--- src/inc/spf_pkg.sv ---
// Purpose: constants and carriers for the servo parameter and pulse front end
// Assumes: 12-bit parameter words, 40 MHz mclk
// Notes: parameter numbers double as register indices; byte address is not used
package spf_pkg;
    localparam int unsigned MCLK_HZ = 40000000;
    localparam int unsigned MS_CYCLES = MCLK_HZ / 1000;
    localparam int unsigned NUM_PARAMS = 35;
    localparam logic [5:0] PNUM_BRAKE = 6'h00;
    localparam logic [5:0] PNUM_TUNE = 6'h01;
    localparam logic [5:0] PNUM_GNUM = 6'h02;
    localparam logic [5:0] PNUM_GDEN = 6'h03;
    localparam logic [5:0] PNUM_SMOOTH = 6'h04;
    localparam logic [5:0] PNUM_INPOS = 6'h05;
    localparam logic [5:0] PNUM_INFUNC = 6'h06;
    localparam logic [5:0] PNUM_PFORM = 6'h07;
    localparam logic [5:0] PNUM_TORQ = 6'h09;
    localparam logic [5:0] PNUM_LOCK = 6'h0c;
    localparam logic [5:0] PNUM_MAX_BASIC = 6'h0c;
    localparam logic [5:0] PNUM_MAX_EXP = 6'h16;
    localparam logic [5:0] PNUM_MAX_ALL = 6'h22;
    localparam logic [5:0] PNUM_STATUS = 6'h30;
    localparam logic [11:0] RST_BRAKE = 12'h000;
    localparam logic [11:0] RST_TUNE = 12'h002;
    localparam logic [11:0] RST_GNUM = 12'h001;
    localparam logic [11:0] RST_GDEN = 12'h001;
    localparam logic [11:0] RST_SMOOTH = 12'h005;
    localparam logic [11:0] RST_INPOS = 12'h064;
    localparam logic [11:0] RST_INFUNC = 12'h010;
    localparam logic [11:0] RST_PFORM = 12'h010;
    localparam logic [11:0] RST_TORQ = 12'h064;
    localparam logic [11:0] RST_LOCK = 12'h000;
    localparam logic [11:0] MAX_BRAKE = 12'h102;
    localparam logic [11:0] MIN_TUNE = 12'h001;
    localparam logic [11:0] MAX_TUNE = 12'h235;
    localparam logic [11:0] MAX_GEAR = 12'd999;
    localparam logic [11:0] MAX_SMOOTH = 12'd999;
    localparam logic [11:0] MAX_INPOS = 12'd999;
    localparam logic [11:0] MAX_INFUNC = 12'h111;
    localparam logic [11:0] MAX_PFORM = 12'h012;
    localparam logic [11:0] MAX_TORQ = 12'd100;
    localparam logic [11:0] LOCK_NONE = 12'h000;
    localparam logic [11:0] LOCK_ONLY12 = 12'h00a;
    localparam logic [11:0] LOCK_RD22 = 12'h00b;
    localparam logic [11:0] LOCK_RW22 = 12'h00c;
    localparam logic [11:0] LOCK_ALL = 12'h00d;
    localparam int unsigned FORM_LSB = 0;
    localparam int unsigned LOGIC_BIT = 4;
    localparam int unsigned SON_POL_BIT = 0;
    localparam int unsigned STROKE_BIT = 4;
    localparam logic [7:0] TORQ_FULL = 8'd100;
    typedef enum logic [1:0] {
        SPF_FORM_FWD_REV = 2'b00,
        SPF_FORM_PULSE_SIGN = 2'b01,
        SPF_FORM_QUAD = 2'b10
    } spf_form_e;
    typedef struct packed {
        logic [5:0] addr;
        logic [11:0] wdata;
        logic wr;
        logic rd;
    } spf_bus_s;
    typedef struct packed {
        logic pulse_a;
        logic pulse_b;
    } spf_pulse_s;
endpackage

--- src/verilog/spf_front_end.sv ---
// Purpose: parameter store and command pulse front end of a servo amplifier
// Assumes: rst_b low marks power-on; pins synchronous to mclk
// Notes: droop is command minus feedback, feedback given as signed steps
`timescale 1ns/1ps
module spf_front_end
(
    input wire logic mclk,
    input wire logic rst_b,
    input wire spf_pkg::spf_bus_s bus,
    output logic [11:0] rdata,
    input wire spf_pkg::spf_pulse_s pulse_in,
    input wire logic servo_on_input,
    input wire logic forward_stroke_limit,
    input wire logic reverse_stroke_limit,
    input wire logic fb_step,
    input wire logic fb_dir,
    output logic servo_enable,
    output logic fwd_allowed,
    output logic rev_allowed,
    output logic positioning_finished,
    output logic [7:0] torque_limit,
    output logic signed [23:0] pos_command
);
    import spf_pkg::*;
    // non-volatile store: contents kept through rst_b, factory defaults at start
    logic [11:0] store [NUM_PARAMS] = '{PNUM_BRAKE: RST_BRAKE, PNUM_TUNE: RST_TUNE,
        PNUM_GNUM: RST_GNUM, PNUM_GDEN: RST_GDEN, PNUM_SMOOTH: RST_SMOOTH,
        PNUM_INPOS: RST_INPOS, PNUM_INFUNC: RST_INFUNC, PNUM_PFORM: RST_PFORM,
        PNUM_TORQ: RST_TORQ, PNUM_LOCK: RST_LOCK, default: 12'h000};
    logic [11:0] eff [NUM_PARAMS];
    logic [11:0] eff_lock;
    logic wr_ok;
    logic rd_ok;
    logic val_ok;
    logic [1:0] sa;
    logic [1:0] sb;
    logic step;
    logic dir;
    logic g_valid;
    logic signed [11:0] g_delta;
    logic signed [23:0] target;
    logic signed [23:0] feedback;
    logic signed [23:0] droop;
    logic [15:0] ms_cnt;
    logic [1:0] boot_sr;

    function automatic logic is_power_cycle(input logic [5:0] n);
        is_power_cycle = (n == PNUM_BRAKE) || (n == PNUM_INFUNC) || (n == PNUM_PFORM)
            || (n == PNUM_LOCK);
    endfunction

    function automatic logic [11:0] reset_of(input logic [5:0] n);
        case (n)
            PNUM_BRAKE: reset_of = RST_BRAKE;
            PNUM_TUNE: reset_of = RST_TUNE;
            PNUM_GNUM: reset_of = RST_GNUM;
            PNUM_GDEN: reset_of = RST_GDEN;
            PNUM_SMOOTH: reset_of = RST_SMOOTH;
            PNUM_INPOS: reset_of = RST_INPOS;
            PNUM_INFUNC: reset_of = RST_INFUNC;
            PNUM_PFORM: reset_of = RST_PFORM;
            PNUM_TORQ: reset_of = RST_TORQ;
            PNUM_LOCK: reset_of = RST_LOCK;
            default: reset_of = 12'h000;
        endcase
    endfunction

    // lock decode for the read check; write_allowed decodes the write check
    function automatic logic [5:0] read_top(input logic [11:0] lk);
        read_top = (lk == LOCK_NONE || lk == LOCK_ONLY12) ? PNUM_MAX_BASIC : PNUM_MAX_EXP;
    endfunction

    function automatic logic write_allowed(input logic [11:0] lk, input logic [5:0] n);
        case (lk)
            LOCK_NONE: write_allowed = n <= PNUM_MAX_BASIC;
            LOCK_ONLY12: write_allowed = n == PNUM_LOCK;
            LOCK_RD22: write_allowed = n <= PNUM_MAX_BASIC;
            LOCK_RW22: write_allowed = n <= PNUM_MAX_EXP;
            LOCK_ALL: write_allowed = n <= PNUM_MAX_ALL;
            default: write_allowed = n <= PNUM_MAX_BASIC;
        endcase
    endfunction

    function automatic logic in_range(input logic [5:0] n, input logic [11:0] v);
        case (n)
            PNUM_BRAKE: in_range = v <= MAX_BRAKE && v[7:4] == 4'h0 && v[3:0] <= 4'h2;
            PNUM_TUNE: in_range = v >= MIN_TUNE && v <= MAX_TUNE;
            PNUM_GNUM, PNUM_GDEN: in_range = v != 12'h000 && v <= MAX_GEAR;
            PNUM_SMOOTH: in_range = v <= MAX_SMOOTH;
            PNUM_INPOS: in_range = v <= MAX_INPOS;
            PNUM_INFUNC: in_range = v <= MAX_INFUNC && v[3:0] <= 4'h1 && v[7:4] <= 4'h1;
            PNUM_PFORM: in_range = v <= MAX_PFORM && v[3:0] <= 4'h2;
            PNUM_TORQ: in_range = v <= MAX_TORQ;
            PNUM_LOCK: in_range = v == LOCK_NONE || (v >= LOCK_ONLY12 && v <= LOCK_ALL);
            default: in_range = 1'b1;
        endcase
    endfunction

    assign eff_lock = eff[PNUM_LOCK];
    assign val_ok = in_range(bus.addr, bus.wdata);
    assign wr_ok = bus.wr && write_allowed(eff_lock, bus.addr) && val_ok;
    assign rd_ok = bus.addr <= read_top(eff_lock);

    // bit 0: power-cycle values loaded, bit 1: pulse pins resampled
    always_ff @(posedge mclk or negedge rst_b)
    begin
        if (!rst_b)
        begin
            boot_sr <= 2'b00;
        end
        else
        begin
            boot_sr <= {boot_sr[0], 1'b1};
        end
    end

    // written values land in the store; effective copies follow
    generate
        for (genvar i = 0; i < NUM_PARAMS; i++)
        begin : g_param
            always_ff @(posedge mclk)
            begin
                if (wr_ok && bus.addr == 6'(i))
                begin
                    store[i] <= bus.wdata;
                end
            end
            // power-cycle parameters reload only at reset release
            always_ff @(posedge mclk or negedge rst_b)
            begin
                if (!rst_b)
                begin
                    eff[i] <= reset_of(6'(i));
                end
                else if (!boot_sr[0] || !is_power_cycle(6'(i)))
                begin
                    eff[i] <= store[i];
                end
            end
        end
    endgenerate

    // numbers outside the read range read back as zero, except the status word
    always_ff @(posedge mclk or negedge rst_b)
    begin
        if (!rst_b)
        begin
            rdata <= 12'h000;
        end
        else if (bus.rd)
        begin
            if (bus.addr == PNUM_STATUS)
            begin
                rdata <= {positioning_finished, servo_enable, fwd_allowed, rev_allowed, 8'h00};
            end
            else if (rd_ok && bus.addr < 6'(NUM_PARAMS))
            begin
                rdata <= store[bus.addr];
            end
            else
            begin
                rdata <= 12'h000;
            end
        end
    end

    // pulse decode
    always_ff @(posedge mclk or negedge rst_b)
    begin
        if (!rst_b)
        begin
            sa <= 2'b00;
            sb <= 2'b00;
        end
        else if (!boot_sr[1])
        begin
            // both taps equal while polarity loads, so no false edge after reset
            sa <= {2{pulse_in.pulse_a ^ eff[PNUM_PFORM][LOGIC_BIT]}};
            sb <= {2{pulse_in.pulse_b ^ eff[PNUM_PFORM][LOGIC_BIT]}};
        end
        else
        begin
            sa <= {sa[0], pulse_in.pulse_a ^ eff[PNUM_PFORM][LOGIC_BIT]};
            sb <= {sb[0], pulse_in.pulse_b ^ eff[PNUM_PFORM][LOGIC_BIT]};
        end
    end

    always_comb
    begin
        step = 1'b0;
        dir = 1'b0;
        case (spf_form_e'(eff[PNUM_PFORM][FORM_LSB +: 2]))
            SPF_FORM_FWD_REV:
            begin
                step = (sa == 2'b01) ^ (sb == 2'b01);
                dir = sb == 2'b01;
            end
            SPF_FORM_PULSE_SIGN:
            begin
                step = sa == 2'b01;
                dir = sb[0];
            end
            SPF_FORM_QUAD:
            begin
                step = (sa[1] ^ sa[0]) ^ (sb[1] ^ sb[0]);
                dir = sa[0] ^ sb[1];
            end
            default:
            begin
                step = 1'b0;
                dir = 1'b0;
            end
        endcase
    end

    spf_gear u_gear
    (
        .mclk(mclk),
        .rst_b(rst_b),
        .step(step),
        .dir(dir),
        .gear_numerator(eff[PNUM_GNUM]),
        .gear_denominator(eff[PNUM_GDEN]),
        .out_valid(g_valid),
        .out_delta(g_delta)
    );

    always_ff @(posedge mclk or negedge rst_b)
    begin
        if (!rst_b)
        begin
            target <= 24'sh000000;
            feedback <= 24'sh000000;
        end
        else
        begin
            if (g_valid)
            begin
                target <= target + 24'(g_delta);
            end
            if (fb_step)
            begin
                feedback <= fb_dir ? feedback - 24'sd1 : feedback + 24'sd1;
            end
        end
    end

    // first-order smoothing: each tick moves 1/tc of the gap, tc in ms
    always_ff @(posedge mclk or negedge rst_b)
    begin
        if (!rst_b)
        begin
            ms_cnt <= 16'h0000;
            pos_command <= 24'sh000000;
        end
        else if (eff[PNUM_SMOOTH] == 12'h000)
        begin
            pos_command <= target;
        end
        else if (ms_cnt == 16'(MS_CYCLES - 1))
        begin
            ms_cnt <= 16'h0000;
            pos_command <= pos_command + (target - pos_command) / $signed({13'h0000, eff[PNUM_SMOOTH][10:0]});
            if (target != pos_command && (target - pos_command) / $signed({13'h0000,
                eff[PNUM_SMOOTH][10:0]}) == 24'sh0)
            begin
                pos_command <= target > pos_command ? pos_command + 24'sd1 : pos_command - 24'sd1;
            end
        end
        else
        begin
            ms_cnt <= ms_cnt + 16'h0001;
        end
    end

    assign droop = pos_command - feedback;

    always_ff @(posedge mclk or negedge rst_b)
    begin
        if (!rst_b)
        begin
            positioning_finished <= 1'b0;
            servo_enable <= 1'b0;
            fwd_allowed <= 1'b0;
            rev_allowed <= 1'b0;
            torque_limit <= TORQ_FULL;
        end
        else
        begin
            positioning_finished <= (droop >= -$signed({12'h000, eff[PNUM_INPOS]}))
                && (droop <= $signed({12'h000, eff[PNUM_INPOS]}));
            servo_enable <= servo_on_input ^ eff[PNUM_INFUNC][SON_POL_BIT];
            fwd_allowed <= eff[PNUM_INFUNC][STROKE_BIT] ? 1'b1 : forward_stroke_limit;
            rev_allowed <= eff[PNUM_INFUNC][STROKE_BIT] ? 1'b1 : reverse_stroke_limit;
            torque_limit <= eff[PNUM_TORQ][7:0];
        end
    end

    chk_lock_write_block: assert property (@(posedge mclk) disable iff (!rst_b)
        bus.wr && eff_lock == LOCK_ONLY12 && bus.addr != PNUM_LOCK
        |=> $stable(store[PNUM_GNUM]))
        else $error("write passed under lock 00a");
    chk_power_cycle_hold: assert property (@(posedge mclk) disable iff (!rst_b)
        boot_sr[0] |=> $stable(eff[PNUM_PFORM]))
        else $error("power-cycle parameter changed without reset");
    chk_range_reject: assert property (@(posedge mclk) disable iff (!rst_b)
        bus.wr && bus.addr == PNUM_TORQ && bus.wdata > MAX_TORQ
        |=> $stable(store[PNUM_TORQ]))
        else $error("torque value above range stored");
    chk_read_hidden: assert property (@(posedge mclk) disable iff (!rst_b)
        bus.rd && eff_lock == LOCK_NONE && bus.addr > PNUM_MAX_BASIC && bus.addr < PNUM_STATUS
        |=> rdata == 12'h000)
        else $error("read outside range returned data");
    chk_inpos_flag: assert property (@(posedge mclk) disable iff (!rst_b)
        droop == 24'sh0 |=> positioning_finished)
        else $error("zero droop without finished flag");
    chk_servo_pol: assert property (@(posedge mclk) disable iff (!rst_b)
        boot_sr[0] |=> servo_enable == ($past(servo_on_input) ^ eff[PNUM_INFUNC][SON_POL_BIT]))
        else $error("servo-on polarity wrong");
    chk_torque_cap: assert property (@(posedge mclk) disable iff (!rst_b)
        torque_limit <= TORQ_FULL)
        else $error("torque limit above full");
    chk_gear_step: assert property (@(posedge mclk) disable iff (!rst_b)
        g_valid && eff[PNUM_GNUM] == eff[PNUM_GDEN] |-> g_delta == 12'sd1 || g_delta == -12'sd1)
        else $error("unity gear gave wrong step");
endmodule

--- src/verilog/spf_gear.sv ---
// Purpose: electronic gear, pulses times numerator over denominator
// Assumes: numerator and denominator 1 to 999, one input step per cycle at most
// Notes: remainder held between pulses so long runs do not drift
`timescale 1ns/1ps
module spf_gear
(
    input wire logic mclk,
    input wire logic rst_b,
    input wire logic step,
    input wire logic dir,
    input wire logic [11:0] gear_numerator,
    input wire logic [11:0] gear_denominator,
    output logic out_valid,
    output logic signed [11:0] out_delta
);
    import spf_pkg::*;
    logic [12:0] acc;
    logic [12:0] sum;
    logic [11:0] quo;
    logic [12:0] rem;
    logic [22:0] den_sh;
    always_comb
    begin
        sum = acc + {1'b0, gear_numerator};
        quo = 12'h000;
        rem = sum;
        den_sh = 23'h000000;
        // restoring division; shifted divisor kept wide so no high bit wraps to zero
        for (int i = 0; i < 11; i++)
        begin
            den_sh = {11'h000, gear_denominator} << (10 - i);
            if ({10'h000, rem} >= den_sh && gear_denominator != 12'h000)
            begin
                rem = rem - den_sh[12:0];
                quo[10 - i] = 1'b1;
            end
        end
    end
    always_ff @(posedge mclk or negedge rst_b)
    begin
        if (!rst_b)
        begin
            acc <= 13'h0000;
            out_valid <= 1'b0;
            out_delta <= 12'sh000;
        end
        else
        begin
            out_valid <= step;
            if (step)
            begin
                acc <= rem;
                out_delta <= dir ? -$signed(quo) : $signed(quo);
            end
        end
    end
    chk_gear_remainder: assert property (@(posedge mclk) disable iff (!rst_b)
        gear_denominator != 12'h000 |-> acc < {1'b0, gear_denominator})
        else $error("gear remainder not below denominator");
endmodule
--- config.mk ---
export PLATFORM = sky130hd
export DESIGN_NAME = spf_front_end
export DESIGN_NICKNAME = d
export VERILOG_FILES = /design/src/inc/spf_pkg.sv /design/src/verilog/spf_front_end.sv /design/src/verilog/spf_gear.sv
export SDC_FILE = /design/constraint.sdc
export NUM_CORES = 2
export LEC_CHECK = 0
export BUFFER_PORTS_ARGS = -buffer_cell sky130_fd_sc_hd__buf_2
export CAP_MARGIN = 20
export CELL_PAD_IN_SITES_DETAIL_PLACEMENT = 1
export CELL_PAD_IN_SITES_GLOBAL_PLACEMENT = 1
export CORE_MARGIN = 2
export CORE_UTILIZATION = 55
export CTS_CLUSTER_SIZE = 30
export DETAILED_ROUTE_END_ITERATION = 12
export PLACE_DENSITY_LB_ADDON = 0.1
export RECOVER_POWER = 25
export SYNTH_ARGS = -nofsm -noshare
export SYNTH_HDL_FRONTEND = slang
export SYNTH_HIERARCHICAL = 1
export SYNTH_SLANG_ARGS = --single-unit
--- constraint.sdc ---
create_clock -name mclk -period 198.7 [get_ports mclk]
set_input_delay 29.805 -clock mclk [delete_from_list [all_inputs] [get_ports mclk]]
set_output_delay 29.805 -clock mclk [all_outputs]
set_load 0.005 [all_outputs]
==> results.py <==
metrics = {
    "drt": {
        "viasPerCell": 6.99,
        "drtAntennaViolNets": 0,
        "wl_per_cell_um": 28.8,
        "drtIter0Drc": 4917,
        "num_vias": 45400,
        "totalWireLength_mm": 187,
        "dr.pass1.iters": 6,
        "drc_errors": 0,
    },
    "place": {
        "io_buffer_count": 76,
        "pre_cts_ws_ps": 120230,
        "post-place-cells": 6370,
        "gp_congestion": 0.973,
        "placedInstanceArea_um2": 51800,
        "place_hpwl_mm": 132,
    },
    "yosys": {
        "ys_async_sr_fraction_pct": 36.1,
        "ys.flop_type": "edfxtp_1",
        "ys_warn_count": 6,
        "syn_area_per_cell_um2": 9.60,
        "synth_area_um2": 50100,
        "ys_types": 124,
        "ys_seq_elements": 601,
        "mappedNetlistNets": 5735,
        "yosysSeqAreaShare_pct": 33.9,
        "synth-edff-count": 384,
        "synthCells": 5218,
    },
    "worst_setup_path": {
        "start_kind": "flop",
        "cp_max_fo": 29,
        "reg2reg_depth": 331,
        "worstPathRequired_ps": 199220,
        "cpPeakStageDelay_ps": 830,
        "critical_path.slowest_cell": "and2_1",
        "crit_top_cell": "o21a_1",
        "critPathKind": "reg -> reg",
        "cp-end-kind": "flop",
        "arrival_ps": 81550,
    },
    "layout": {
        "area_delta_synth_final_pct": 7.80,
        "final_common_cell": "ha_1",
        "drive_above_1_share_pct": 11.2,
        "seq_area_um2": 17000,
        "fin_area_um2": 54000,
        "layout_common_cells": "471 x ha_1, 425 x nor2_1, 407 x nand2_1",
        "multiInputGateArea_um2": 31500,
        "num-nets-final": 5786,
        "final_cell_count_no_fill": 6497,
        "fillers": 9990,
    },
    "die": {
        "fp.dieH_um": 306,
        "dieArea_um2": 93500,
        "core_um2": 90100,
        "start_util_pct": 55.6,
        "die-width_um": 306,
        "rows": 110,
        "pin_count": 77,
    },
    "run_status": {
        "violations": "capacitance limit, slew limit",
        "status": "finished with violations",
    },
    "global_route": {
        "antenna_found_initial": 6,
        "grt_max_degree": 81,
        "grt_pass1_wl_mm": 284,
        "grtUsageTotal_pct": 39.3,
        "grt_pass1_vias": 46100,
        "grt-ovfl-total": 0,
    },
    "sta": {
        "skew_ps": 36.9,
        "finalWorstSetupSlack_ps": 117670,
        "timing.fmax_ghz": 0.0123,
        "final_hold_viol_count": 0,
        "rsz0062_at_grt": "false",
        "slew_headroom_pct": -222,
        "tightestPinTransition_ps": 4830,
        "timing.final.crit_share_pct": 40.8,
        "tns_ps": 0,
        "setup_violations": 0,
        "slew_violations": 328,
        "min_period_ps": 81030,
    },
    "clocking": {
        "cts_buffers": 58,
        "clockRootBuffer": "clkbuf_16",
        "path_clk_slew_ps": 70,
        "cts_tree": "yes",
        "htreeDepth": 2,
        "cts-resized-gates": 0,
        "cts_setup_buffers": 0,
        "cts_sinks": 601,
        "clk_latency_ps": 690,
        "clock_path_buffers": 3,
        "hold_buffers": 0,
    },
    "min_path": {
        "min_path_type": "reg -> reg",
        "holdPathStages": 0,
    },
    "flow_run": {
        "maxCapViolCount": 8,
    },
}
==> final timing paths <==
| kind | start | to | slack [ps] |
|---|---|---|---|
| max | pos_command[2]$_DFFE_PN0P_ | pos_command[23]$_DFFE_PN0P_ | 117670 |
| min | eff[300]$_DFF_PN0_ | torque_limit[0]$_DFF_PN0_ | 360 |
| max reg2reg | pos_command[2]$_DFFE_PN0P_ | pos_command[23]$_DFFE_PN0P_ | 117670 |
| min reg2reg | eff[300]$_DFF_PN0_ | torque_limit[0]$_DFF_PN0_ | 360 |
| max in group asynchronous | rst_b | u_gear/out_delta[2]$_DFFE_PN0P_ | 164910 |
| min in group asynchronous | rst_b | feedback[16]$_DFFE_PN0P_ | 30880 |
==> cell usage after synthesis (29+ instances only) <==
library cell,instances,area (µm²)
o21ai_0,272,1360
nand2b_1,66,413
nor4_1,35,219
o31ai_1,81,608
o21bai_1,58,435
a21o_1,125,938
nor3_1,187,936
and2_1,38,238
a211oi_1,35,263
or3_1,48,300
nand3_1,103,515
o21ai_1,29,145
a21oi_1,345,1730
nand2_1,407,1530
and3_1,42,263
nor2b_1,57,357
clkbuf_1,122,458
xnor2_1,202,1770
mux2_2,87,980
o21a_1,139,1040
nor2_1,428,1610
o211ai_1,45,338
mux4_2,120,2700
or2_2,51,319
nand4_1,73,457
dfrtp_1,202,5050
inv_1,245,920
mux2i_1,68,681
xor2_1,111,972
edfxtp_1,384,11500
a31oi_1,50,313
ha_1,471,5890
==> critical path: cells and delay by family, from the launching register on <==
family / cells / cell delay [ps]
AOI/OAI and AO/OA: 193 / 46240
xor gates and xnor gates: 3 / 540
adders and majority gates: 27 / 8500
buffers and inverters: 11 / 2340
DFF: 1 / 610
muxes: 2 / 960
and+or+nand+nor: 95 / 21610
==> state kept, by name (all words and copies together) (netlist names), 2 cells and up <==
| signal | count |
|---|---|
| rdata | 12 |
| torque_limit | 8 |
| target | 24 |
| eff_lock | 12 |
| sa | 2 |
| u_gear/acc | 13 |
| eff | 61 |
| feedback | 24 |
| boot_sr | 2 |
| pos_command | 24 |
| ms_cnt | 16 |
| sb | 2 |
| store | 384 |
| u_gear/out_delta | 12 |
==> layout make-up <==
type / instances / area share, %
Antenna cell: 2 / 0.00927
Inverter: 249 / 1.73
Clock inverter: 29 / 0.783
Sequential cell: 601 / 31.4
Multi-Input combinational cell: 4202 / 58.4
Tap cell: 1176 / 2.72
Clock buffer: 81 / 3.04
Timing Repair Buffer: 157 / 1.89
==> routing by layer <==
metal	part of all wire (%)	up-vias	wire, µm	global-route usage, %
met4	5.4	10	10100	18.6
met1	40	22600	74900	51.0
met2	46	2270	85900	63.4
li1	-	19800	-	-
met3	8.7	676	16300	7.64
met5	0.048	-	89	0.362
==> metrics by stage <==
stage	hold WS (ps)	utilization (%)
global route	373	59.9
detailed placement	336	57.5
floorplan	331	-
finish	355	59.9
global placement	344	57.4
CTS	355	59.8
==> cells by family after synthesis <==
family / after synthesis / share of synthesized area, %
buf+inv: 415 / 3.22
mux: 278 / 8.81
compound gates: 1473 / 19.8
other cells: 1 / 0.00749
fa+ha+maj: 488 / 12.4
flops: 601 / 33.9
xor+xnor: 314 / 5.50
simple gates: 1648 / 16.3
Power is left out: the tool's default activity adds up to more than one toggle a clock period on the data nets, which glitch-free logic cannot reach.
